<file path="config.mk">
export PLATFORM = sky130hd
export DESIGN_NAME = fio_override
export DESIGN_NICKNAME = d
export VERILOG_FILES = /design/src/core/fio_pkg.sv /design/src/core/fio_override.sv /design/src/core/fio_sync.sv
export SDC_FILE = /design/constraint.sdc
export NUM_CORES = 1
export LEC_CHECK = 0
export ABC_AREA = 1
export BUFFER_PORTS_ARGS = -buffer_cell sky130_fd_sc_hd__buf_2
export CAP_MARGIN = 15
export CORE_MARGIN = 5
export CORE_UTILIZATION = 35
export DETAILED_ROUTE_END_ITERATION = 8
export GPL_TIMING_DRIVEN = 0
export PLACE_DENSITY = 0.6
export RECOVER_POWER = 25
export SYNTH_ARGS = -nofsm -noshare
export SYNTH_HDL_FRONTEND = slang
export SYNTH_SLANG_ARGS = --single-unit
</file>
<file path="constraint.sdc">
create_clock -name clk_sys -period 4.32 [get_ports clk_sys]
set_clock_uncertainty 0.2 [all_clocks]
set_input_delay 0.864 -clock clk_sys [delete_from_list [all_inputs] [get_ports clk_sys]]
set_output_delay 0.864 -clock clk_sys [all_outputs]
set_load 0.05 [all_outputs]
</file>
<file path="src/core/fio_pkg.sv">
package fio_pkg;

  // Register byte offsets.
  localparam logic [7:0] ADDR_CTRL     = 8'h00;
  localparam logic [7:0] ADDR_STATUS   = 8'h04;
  localparam logic [7:0] ADDR_IN_DESIG = 8'h08;
  localparam logic [7:0] ADDR_IN_VAL   = 8'h0c;
  localparam logic [7:0] ADDR_OUT_DESIG = 8'h10;
  localparam logic [7:0] ADDR_OUT_VAL  = 8'h14;
  localparam logic [7:0] ADDR_IN_SEEN  = 8'h18;
  localparam logic [7:0] ADDR_OUT_SEEN = 8'h1c;

  // Control register bit positions; every control bit is a self-clearing command.
  localparam int CTRL_TOGGLE_POS  = 0;
  localparam int CTRL_RELALL_POS  = 1;
  localparam int CTRL_CLRALL_POS  = 2;
  localparam int CTRL_SUSPEND_POS = 3;

  // Status register bit positions.
  localparam int STAT_ACTIVE_POS = 0;
  localparam int STAT_RUN_POS    = 1;
  localparam int STAT_RESET_POS  = 2;

  // Value after reset of the forcing state.
  localparam logic RST_ACTIVE = 1'b0;

  // Pin synchroniser depth.
  localparam int SYNC_STAGES = 3;

  // Bit position of the input that carries the reset-input function.
  localparam int RESET_IN_POS_DEF = 0;

endpackage : fio_pkg

</file>
<file path="src/core/fio_override.sv">
// Design decisions made here: the AHB-Lite interface to the registers and the placing of the registers.
`timescale 1ns/100ps

// How it works
// - An input point that is designated while forcing is active shows its forced value to the program.
// - An output point that is designated while forcing is active drives its forced value to the pin.
// - Every input and every output point has its own designation bit and forced value bit.
// - Designations and forcing survive run and stop, whatever the maintain-outputs-on-stop flag says.
// - At power-up designations are kept but forcing comes up suspended.
// - At power-up with a lost backup battery all designations are cleared.
// - A program download keeps designations and suspends forcing only if the host asks for it.
// - The reset input, a clear-all-devices command or a firmware reload clears all designations.
// - Counter, catch and interrupt inputs always see the physical pin levels.
// - Once the reset input becomes active, even through a force, all designations are cleared.
// - One host command toggles forcing between active and suspended without touching designations.
// - A designation stays stored until the host releases that point or one of the clearing events above occurs.
// - A released point follows its physical input or program output again.
// - The forcing state is reported to the host and on the error LED, never on the run LED.
module fio_override #(
  parameter int N_IN         = 32,
  parameter int N_OUT        = 32,
  parameter int RESET_IN_POS = fio_pkg::RESET_IN_POS_DEF
) (
  // Clock and reset.
  input  wire logic              clk_sys,
  input  wire logic              rstn,
  // AHB-Lite slave.
  input  wire logic              hsel,
  input  wire logic [31:0]       haddr,
  input  wire logic [1:0]        htrans,
  input  wire logic              hwrite,
  input  wire logic [2:0]        hsize,
  input  wire logic [31:0]       hwdata,
  input  wire logic              hready,
  output logic      [31:0]       hrdata,
  output logic                   hreadyout,
  output logic                   hresp,
  // Controller events.
  input  wire logic              power_up_evt,
  input  wire logic              battery_lost,
  input  wire logic              download_evt,
  input  wire logic              download_suspend,
  input  wire logic              firmware_reload_evt,
  input  wire logic              plc_running,
  input  wire logic              maintain_outputs_on_stop_flag,
  // Physical inputs and program-facing values.
  input  wire logic [N_IN-1:0]   in_pin,
  output logic      [N_IN-1:0]   in_to_program,
  output logic      [N_IN-1:0]   in_raw_special,
  // Program outputs and physical outputs.
  input  wire logic [N_OUT-1:0]  out_from_program,
  output logic      [N_OUT-1:0]  out_pin,
  // Indicators.
  output logic                   reset_input_active,
  output logic                   err_led,
  output logic                   run_led
);

  logic [N_IN-1:0]  in_sync;
  logic [N_IN-1:0]  in_desig_ff;
  logic [N_IN-1:0]  in_val_ff;
  logic [N_OUT-1:0] out_desig_ff;
  logic [N_OUT-1:0] out_val_ff;
  logic             active_ff;
  logic             rst_in_prev_ff;
  logic             ph_wr_ff;
  logic             ph_rd_ff;
  logic [7:0]       ph_addr_ff;
  logic [31:0]      rdata_ff;
  logic [N_OUT-1:0] out_pin_ff;

  fio_sync #(
    .WIDTH (N_IN)
  ) u_sync (
    .clk_sys  (clk_sys),
    .rstn     (rstn),
    .pin_in   (in_pin),
    .pin_sync (in_sync)
  );

  // Address phase capture; the slave never inserts wait states.
  wire addr_ok  = hsel && hready && htrans[1];
  wire wr_take  = addr_ok && hwrite;
  wire rd_take  = addr_ok && !hwrite;

  wire wr_ctrl      = ph_wr_ff && (ph_addr_ff == fio_pkg::ADDR_CTRL);
  wire wr_in_desig  = ph_wr_ff && (ph_addr_ff == fio_pkg::ADDR_IN_DESIG);
  wire wr_in_val    = ph_wr_ff && (ph_addr_ff == fio_pkg::ADDR_IN_VAL);
  wire wr_out_desig = ph_wr_ff && (ph_addr_ff == fio_pkg::ADDR_OUT_DESIG);
  wire wr_out_val   = ph_wr_ff && (ph_addr_ff == fio_pkg::ADDR_OUT_VAL);

  wire cmd_toggle  = wr_ctrl && hwdata[fio_pkg::CTRL_TOGGLE_POS];
  wire cmd_relall  = wr_ctrl && hwdata[fio_pkg::CTRL_RELALL_POS];
  wire cmd_clrall  = wr_ctrl && hwdata[fio_pkg::CTRL_CLRALL_POS];
  wire cmd_suspend = wr_ctrl && hwdata[fio_pkg::CTRL_SUSPEND_POS];

  // one select per point; suspended forcing leaves every point on its normal value.
  wire [N_OUT-1:0] nxt_out_pin;

  genvar gi;
  generate
    for (gi = 0; gi < N_IN; gi++)
    begin : g_in_sel
      wire in_forced = active_ff && in_desig_ff[gi];

      assign in_to_program[gi] = in_forced ? in_val_ff[gi] : in_sync[gi];
    end
    for (gi = 0; gi < N_OUT; gi++)
    begin : g_out_sel
      wire out_forced = active_ff && out_desig_ff[gi];

      assign nxt_out_pin[gi] = out_forced ? out_val_ff[gi] : out_from_program[gi];
    end
  endgenerate

  // Counter, catch and interrupt logic bypasses the select, so a force never reaches it.
  assign in_raw_special = in_sync;

  // The reset-input function is read from the forced view, so a forced reset counts too.
  assign reset_input_active = in_to_program[RESET_IN_POS];
  wire rst_in_rise = reset_input_active && !rst_in_prev_ff;

  // Designations are cleared on any of these; run, stop and the stop flag play no part.
  wire clear_all = rst_in_rise || cmd_clrall || cmd_relall || firmware_reload_evt
                 || (power_up_evt && battery_lost);

  wire suspend_evt = power_up_evt || (download_evt && download_suspend) || cmd_suspend;

  always_ff @(posedge clk_sys)
  begin
    if (!rstn)
    begin
      ph_wr_ff   <= 1'b0;
      ph_rd_ff   <= 1'b0;
      ph_addr_ff <= 8'h00;
    end
    else
    begin
      ph_wr_ff   <= wr_take;
      ph_rd_ff   <= rd_take;
      ph_addr_ff <= haddr[7:0];
    end
  end

  // one designation and one value bit per point, written by the host as words.
  always_ff @(posedge clk_sys)
  begin
    if (!rstn)
    begin
      in_desig_ff  <= '0;
      out_desig_ff <= '0;
    end
    else if (clear_all)
    begin
      in_desig_ff  <= '0;
      out_desig_ff <= '0;
    end
    else
    begin
      if (wr_in_desig)
        in_desig_ff <= hwdata[N_IN-1:0];
      if (wr_out_desig)
        out_desig_ff <= hwdata[N_OUT-1:0];
    end
  end

  always_ff @(posedge clk_sys)
  begin
    if (!rstn)
    begin
      in_val_ff  <= '0;
      out_val_ff <= '0;
    end
    else
    begin
      if (wr_in_val)
        in_val_ff <= hwdata[N_IN-1:0];
      if (wr_out_val)
        out_val_ff <= hwdata[N_OUT-1:0];
    end
  end

  // Suspension wins over a toggle arriving in the same cycle, the safer outcome.
  always_ff @(posedge clk_sys)
  begin
    if (!rstn)
      active_ff <= fio_pkg::RST_ACTIVE;
    else if (suspend_evt)
      active_ff <= 1'b0;
    else if (cmd_toggle)
      active_ff <= !active_ff;
  end

  always_ff @(posedge clk_sys)
  begin
    if (!rstn)
    begin
      rst_in_prev_ff <= 1'b0;
      out_pin_ff     <= '0;
    end
    else
    begin
      rst_in_prev_ff <= reset_input_active;
      out_pin_ff     <= nxt_out_pin;
    end
  end

  // The output stage adds one flop so the pins never glitch during a select change.
  assign out_pin = out_pin_ff;

  // Read data is registered in the address phase and presented in the data phase.
  logic [31:0] status_word;

  always_comb
  begin
    status_word                          = 32'h00000000;
    status_word[fio_pkg::STAT_ACTIVE_POS] = active_ff;
    status_word[fio_pkg::STAT_RUN_POS]    = plc_running;
    status_word[fio_pkg::STAT_RESET_POS]  = reset_input_active;
  end

  wire [7:0]  rd_addr       = haddr[7:0];
  wire        sel_status    = (rd_addr == fio_pkg::ADDR_STATUS);
  wire        sel_in_desig  = (rd_addr == fio_pkg::ADDR_IN_DESIG);
  wire        sel_in_val    = (rd_addr == fio_pkg::ADDR_IN_VAL);
  wire        sel_out_desig = (rd_addr == fio_pkg::ADDR_OUT_DESIG);
  wire        sel_out_val   = (rd_addr == fio_pkg::ADDR_OUT_VAL);
  wire        sel_in_seen   = (rd_addr == fio_pkg::ADDR_IN_SEEN);
  wire        sel_out_seen  = (rd_addr == fio_pkg::ADDR_OUT_SEEN);
  logic [31:0] rd_mux;

  // The control word reads as zero: its bits are commands that last a single cycle.
  always_comb
  begin
    rd_mux = 32'h00000000;
    if (sel_status)
      rd_mux = status_word;
    else if (sel_in_desig)
      rd_mux = 32'(in_desig_ff);
    else if (sel_in_val)
      rd_mux = 32'(in_val_ff);
    else if (sel_out_desig)
      rd_mux = 32'(out_desig_ff);
    else if (sel_out_val)
      rd_mux = 32'(out_val_ff);
    else if (sel_in_seen)
      rd_mux = 32'(in_to_program);
    else if (sel_out_seen)
      rd_mux = 32'(out_pin_ff);
  end

  always_ff @(posedge clk_sys)
  begin
    if (!rstn)
      rdata_ff <= 32'h00000000;
    else if (rd_take)
      rdata_ff <= rd_mux;
  end

  assign hrdata    = rdata_ff;
  assign hreadyout = 1'b1;
  assign hresp     = 1'b0;

  // forcing state on the error indicator only; run LED follows run state alone.
  assign err_led = active_ff;
  assign run_led = plc_running;

  wire unused_ok = &{1'b0, hsize, ph_rd_ff, maintain_outputs_on_stop_flag, hwdata[31:4]};

endmodule : fio_override

</file>
<file path="src/core/fio_sync.sv">
`timescale 1ns/100ps

// Three-flop pin synchroniser per bit; a change is accepted when stages two and three agree.
module fio_sync #(
  parameter int WIDTH = 8
) (
  // Clock and reset.
  input  wire logic             clk_sys,
  input  wire logic             rstn,
  // Pins and filtered result.
  input  wire logic [WIDTH-1:0] pin_in,
  output logic      [WIDTH-1:0] pin_sync
);

  genvar g;
  generate
    for (g = 0; g < WIDTH; g++)
    begin : g_bit
      logic [fio_pkg::SYNC_STAGES-1:0] stage_ff;
      logic                            level_ff;
      wire                             agree = (stage_ff[1] == stage_ff[2]);

      always_ff @(posedge clk_sys)
      begin
        if (!rstn)
        begin
          stage_ff <= '0;
          level_ff <= 1'b0;
        end
        else
        begin
          stage_ff <= {stage_ff[1:0], pin_in[g]};
          if (agree)
            level_ff <= stage_ff[2];
        end
      end

      assign pin_sync[g] = level_ff;
    end
  endgenerate

endmodule : fio_sync
</file>
==> impl_metrics.csv <==
group,metric,value,unit
status,status,"finished clean",
placement,hpwl,36.69,mm
setup_path,critPathRequiredTime,3260,ps
sta,setup_violations,0,
logic_synthesis,syn_nets,1993,
worst_hold_path,min_to,"u_sync.g_bit[6].stage_ff[1]$_SDFF_PN0_",
route,via_per_inst,4.941,
power,p_per_area,399.7,nW/um^2
logic_synthesis,synth-warning-count,0,
job,maxCapViolCount,0,
route,drc,0,
route,via_count,13252,
clocking,cts_buffers,37,
global_route,grt.overflow.total,0,
route,wl_met2,22.49,mm
sta,max-slew-margin-rel,8.902,%
clocking,clk_pin_slew_worst_paths,60,ps
power,power_switching,1.584,mW
clocking,cts_buffer_depth,3,
setup_path,worstReg2RegStart,"ph_addr_ff[1]$_SDFF_PN0_",
logic_synthesis,synth-seq-area-share,49.14,%
clocking,cts_resized,0,
final_layout,nNetsFinal,2277,
logic_synthesis,synth_adder_area_share,0,%
final_layout,fin_area,16510,um^2
logic_synthesis,ys_seq_elements,331,
logic_synthesis,syn_inst,1848,
route,wl_per_cell,18.81,um
route,drt_wl_total,50.44,mm
clocking,cts_setup_buffers,0,
logic_synthesis,synthXorXnorAreaFrac,0,%
logic_synthesis,ys_types,32,
setup_path,arrival,2050,ps
sta,tightestPinTransition,1356,ps
final_layout,drive_gt1_share,17.63,%
clocking,cts_max_level,2,
worst_hold_path,hp-start,"u_sync.g_bit[6].stage_ff[0]$_SDFF_PN0_",
global_route,grt_pass1_wl,74.49,mm
die,core_region_area,38380,um^2
global_route,grt_usage,22.87,%
power,seqPwrFrac,47.6,%
power,combPwrFrac,5.7,%
final_layout,multi_input_area,5254,um^2
clocking,root_buffer,"clkbuf_16",
setup_path,worstRegToRegCells,4,
power,switching_share,24.00,%
route,drtAntennaViolNets,0,
power,p_int,5.015,mW
route,initialDrtViolationCount,1183,
sta,post-route-period-util,72.18,%
route,highest_layer,"met5",
die,die_w,206.3,um
power,p_clk_share,46.7,%
sta,hold_ws,208.2,ps
logic_synthesis,synth_top_family_by_area,"simple AND/OR/NAND/NOR gates",
power,worst_ir_drop_vdd,221.3,uV
setup_path,reg2reg_to,"out_val_ff[27]$_SDFFE_PN0P_",
clocking,cts_sinks,331,
die,ios,278,
logic_synthesis,netlist_area,13490,um^2
sta,setup_tns,0,ps
final_layout,area_growth,22.42,%
die,dieArea,42560,um^2
final_layout,fillers,4066,
route,wl_met1,21.21,mm
global_route,grt_pass1_vias,12536,
logic_synthesis,syn_avg_cell_area,7.297,um^2
die,die_h,206.3,um
setup_path,critPathLaunchType,"flop",
sta,rsz0062_at_grt,"false",
placement,place_congestion,0.8841,
clocking,cts_tree,"done",
sta,period_minus_slack,3118,ps
logic_synthesis,synth-simple-area-share,23.38,%
worst_hold_path,hp-class,"reg -> reg",
setup_path,r2r_slack,1550,ps
final_layout,seqCellArea,6626,um^2
die,initial_core_util,35.14,%
sta,maxSlewViolCount,0,
clocking,cts_hold_buf,0,
clocking,clock_latency,530,ps
die,num_rows,72,
logic_synthesis,synth_mux_area_share,0,%
worst_hold_path,holdPathStages,2,
global_route,antenna_found_initial,5,
route,wl_met3,5.342,mm
sta,finalHoldViolations,0,
setup_path,crit_type,"reg -> out",
route,dr.pass1.iters,8,
placement,place.port_buffers,245,
power,power_leakage,7.575,nW
setup_path,critical_path_peak_fanout,10,
setup_path,endpoint_kind,"output pin",
placement,dpl_cell_area,15360,um^2
sta,fmax,320.7,MHz
logic_synthesis,synth-compound-area-share,15.62,%
global_route,grt_max_degree,14,
[worst max path at each step]
stage | cells after the start | slack (ps) | endpoint | start
2_1_floorplan | 4 | 1450 | in_to_program[0] | err_led$_SDFFE_PP0P_
3_3_place_gp | 9 | 1220 | hrdata[2]$_SDFFE_PN0P_ | htrans[1]
3_5_place_dp | 9 | 1240 | hrdata[2]$_SDFFE_PN0P_ | htrans[1]
4_1_cts | 5 | 1230 | in_to_program[4] | err_led$_SDFFE_PP0P_
5_1_grt | 5 | 1150 | in_to_program[13] | err_led$_SDFFE_PP0P_
6_report | 5 | 1200 | in_to_program[4] | err_led$_SDFFE_PP0P_
[flip-flops by register name, summed over array words and instances (netlist names), 32 cells and up]
name / cells
u_sync.g_bit.stage_ff: 96
out_val_ff: 32
out_pin: 32
in_desig_ff: 32
hrdata: 32
u_sync.g_bit.level_ff: 32
out_desig_ff: 32
in_val_ff: 32
[synth_stat cells]
cell type | count | area, um^2
nand2_1 | 470 | 1764
dfxtp_1 | 331 | 6626
a21oi_1 | 250 | 1251
inv_1 | 212 | 795.8
nor2_1 | 141 | 529.3
nand3_1 | 137 | 685.7
o21ai_0 | 67 | 335.3
clkbuf_1 | 51 | 191.4
buf_4 | 44 | 330.3
buf_2 | 41 | 205.2
a211oi_1 | 32 | 240.2
a311oi_1 | 29 | 254.0
inv_2 | 7 | 26.28
nand4_1 | 6 | 37.54
nor3_1 | 4 | 20.02
buf_1 | 3 | 11.26
nor2_2 | 3 | 18.77
buf_6 | 2 | 22.52
conb_1 | 2 | 7.510
nand2_2 | 2 | 12.51
nor3_2 | 2 | 20.02
nor4_1 | 2 | 12.51
and2_1 | 1 | 6.260
clkbuf_2 | 1 | 5.000
clkinv_1 | 1 | 3.750
nand3_2 | 1 | 10.01
nor2_4 | 1 | 11.26
nor3_4 | 1 | 16.27
o211ai_2 | 1 | 12.51
o21ai_1 | 1 | 5.000
o21ai_2 | 1 | 8.760
or2_4 | 1 | 8.760
[critical path: stages (launching register included)]
cell	delay [ps]
dfxtp_1	330
buf_2	280
buf_2	350
nand3_1	120
nand2_1	160
buf_2	290
[cells in the final DEF (no fill, tap or decap), types with 29 or more instances in the layout]
master     Yosys  layout
nand2_1      470     470
dfxtp_1      331     331
buf_2         41     260
a21oi_1      250     250
inv_1        212     213
nor2_1       141     141
nand3_1      137     137
clkbuf_1      51      88
o21ai_0       67      67
buf_4         44      44
clkbuf_16      0      39
a211oi_1      32      32
a311oi_1      29      29
[per-layer routing]
| metal | global-route usage, % | up-vias |
|---|---|---|
| met3 | 6.684 | 98 |
| met4 | 7.937 | 2 |
| met2 | 36.26 | 639 |
| li1 | - | 6455 |
| met5 | 0 | - |
| met1 | 29.82 | 6058 |
[power groups by stage]
stage | Sequential [mW] | Combinational (mW) | Clock (mW)
finish | 3.14 | 0.376 | 3.08
global route | 3.14 | 0.409 | 3.26
CTS | 3.14 | 0.380 | 3.13
detailed placement | 3.21 | 0.379 | 0
global placement | 3.21 | 0.375 | 0
floorplan | 3.26 | 0.152 | 0
[cells by family after synthesis]
group,Yosys count
DFF,331
buffers and inverters,362
AOI/OAI and AO/OA,381
and+or+nand+nor,772
other,2
[layout make-up]
| class | instances | area share [%] |
|---|---|---|
| Tap cell | 518 | 3.926 |
| Antenna cell | 3 | 0.04548 |
| Buffer | 142 | 4.631 |
| Timing Repair Buffer | 245 | 7.238 |
| Clock buffer | 58 | 6.829 |
| Multi-Input combinational cell | 1155 | 31.83 |
| Inverter | 220 | 5.002 |
| Clock inverter | 10 | 0.3638 |
| Sequential cell | 331 | 40.14 |
[stage by stage]
stage | total power [mW] | util (%) | setup slack, ps | instances
CTS | 6.649 | 43.12 | 1234 | 2679
detailed placement | 3.586 | 40.02 | 1243 | 2611
global placement | 3.580 | 40.02 | 1223 | 2611
global route | 6.811 | 43.02 | 1146 | 2682
finish | 6.599 | 43.02 | 1202 | 2682
floorplan | 3.412 | - | 1451 | 1848
No activity file was read; power rests on OpenSTA's default activity.
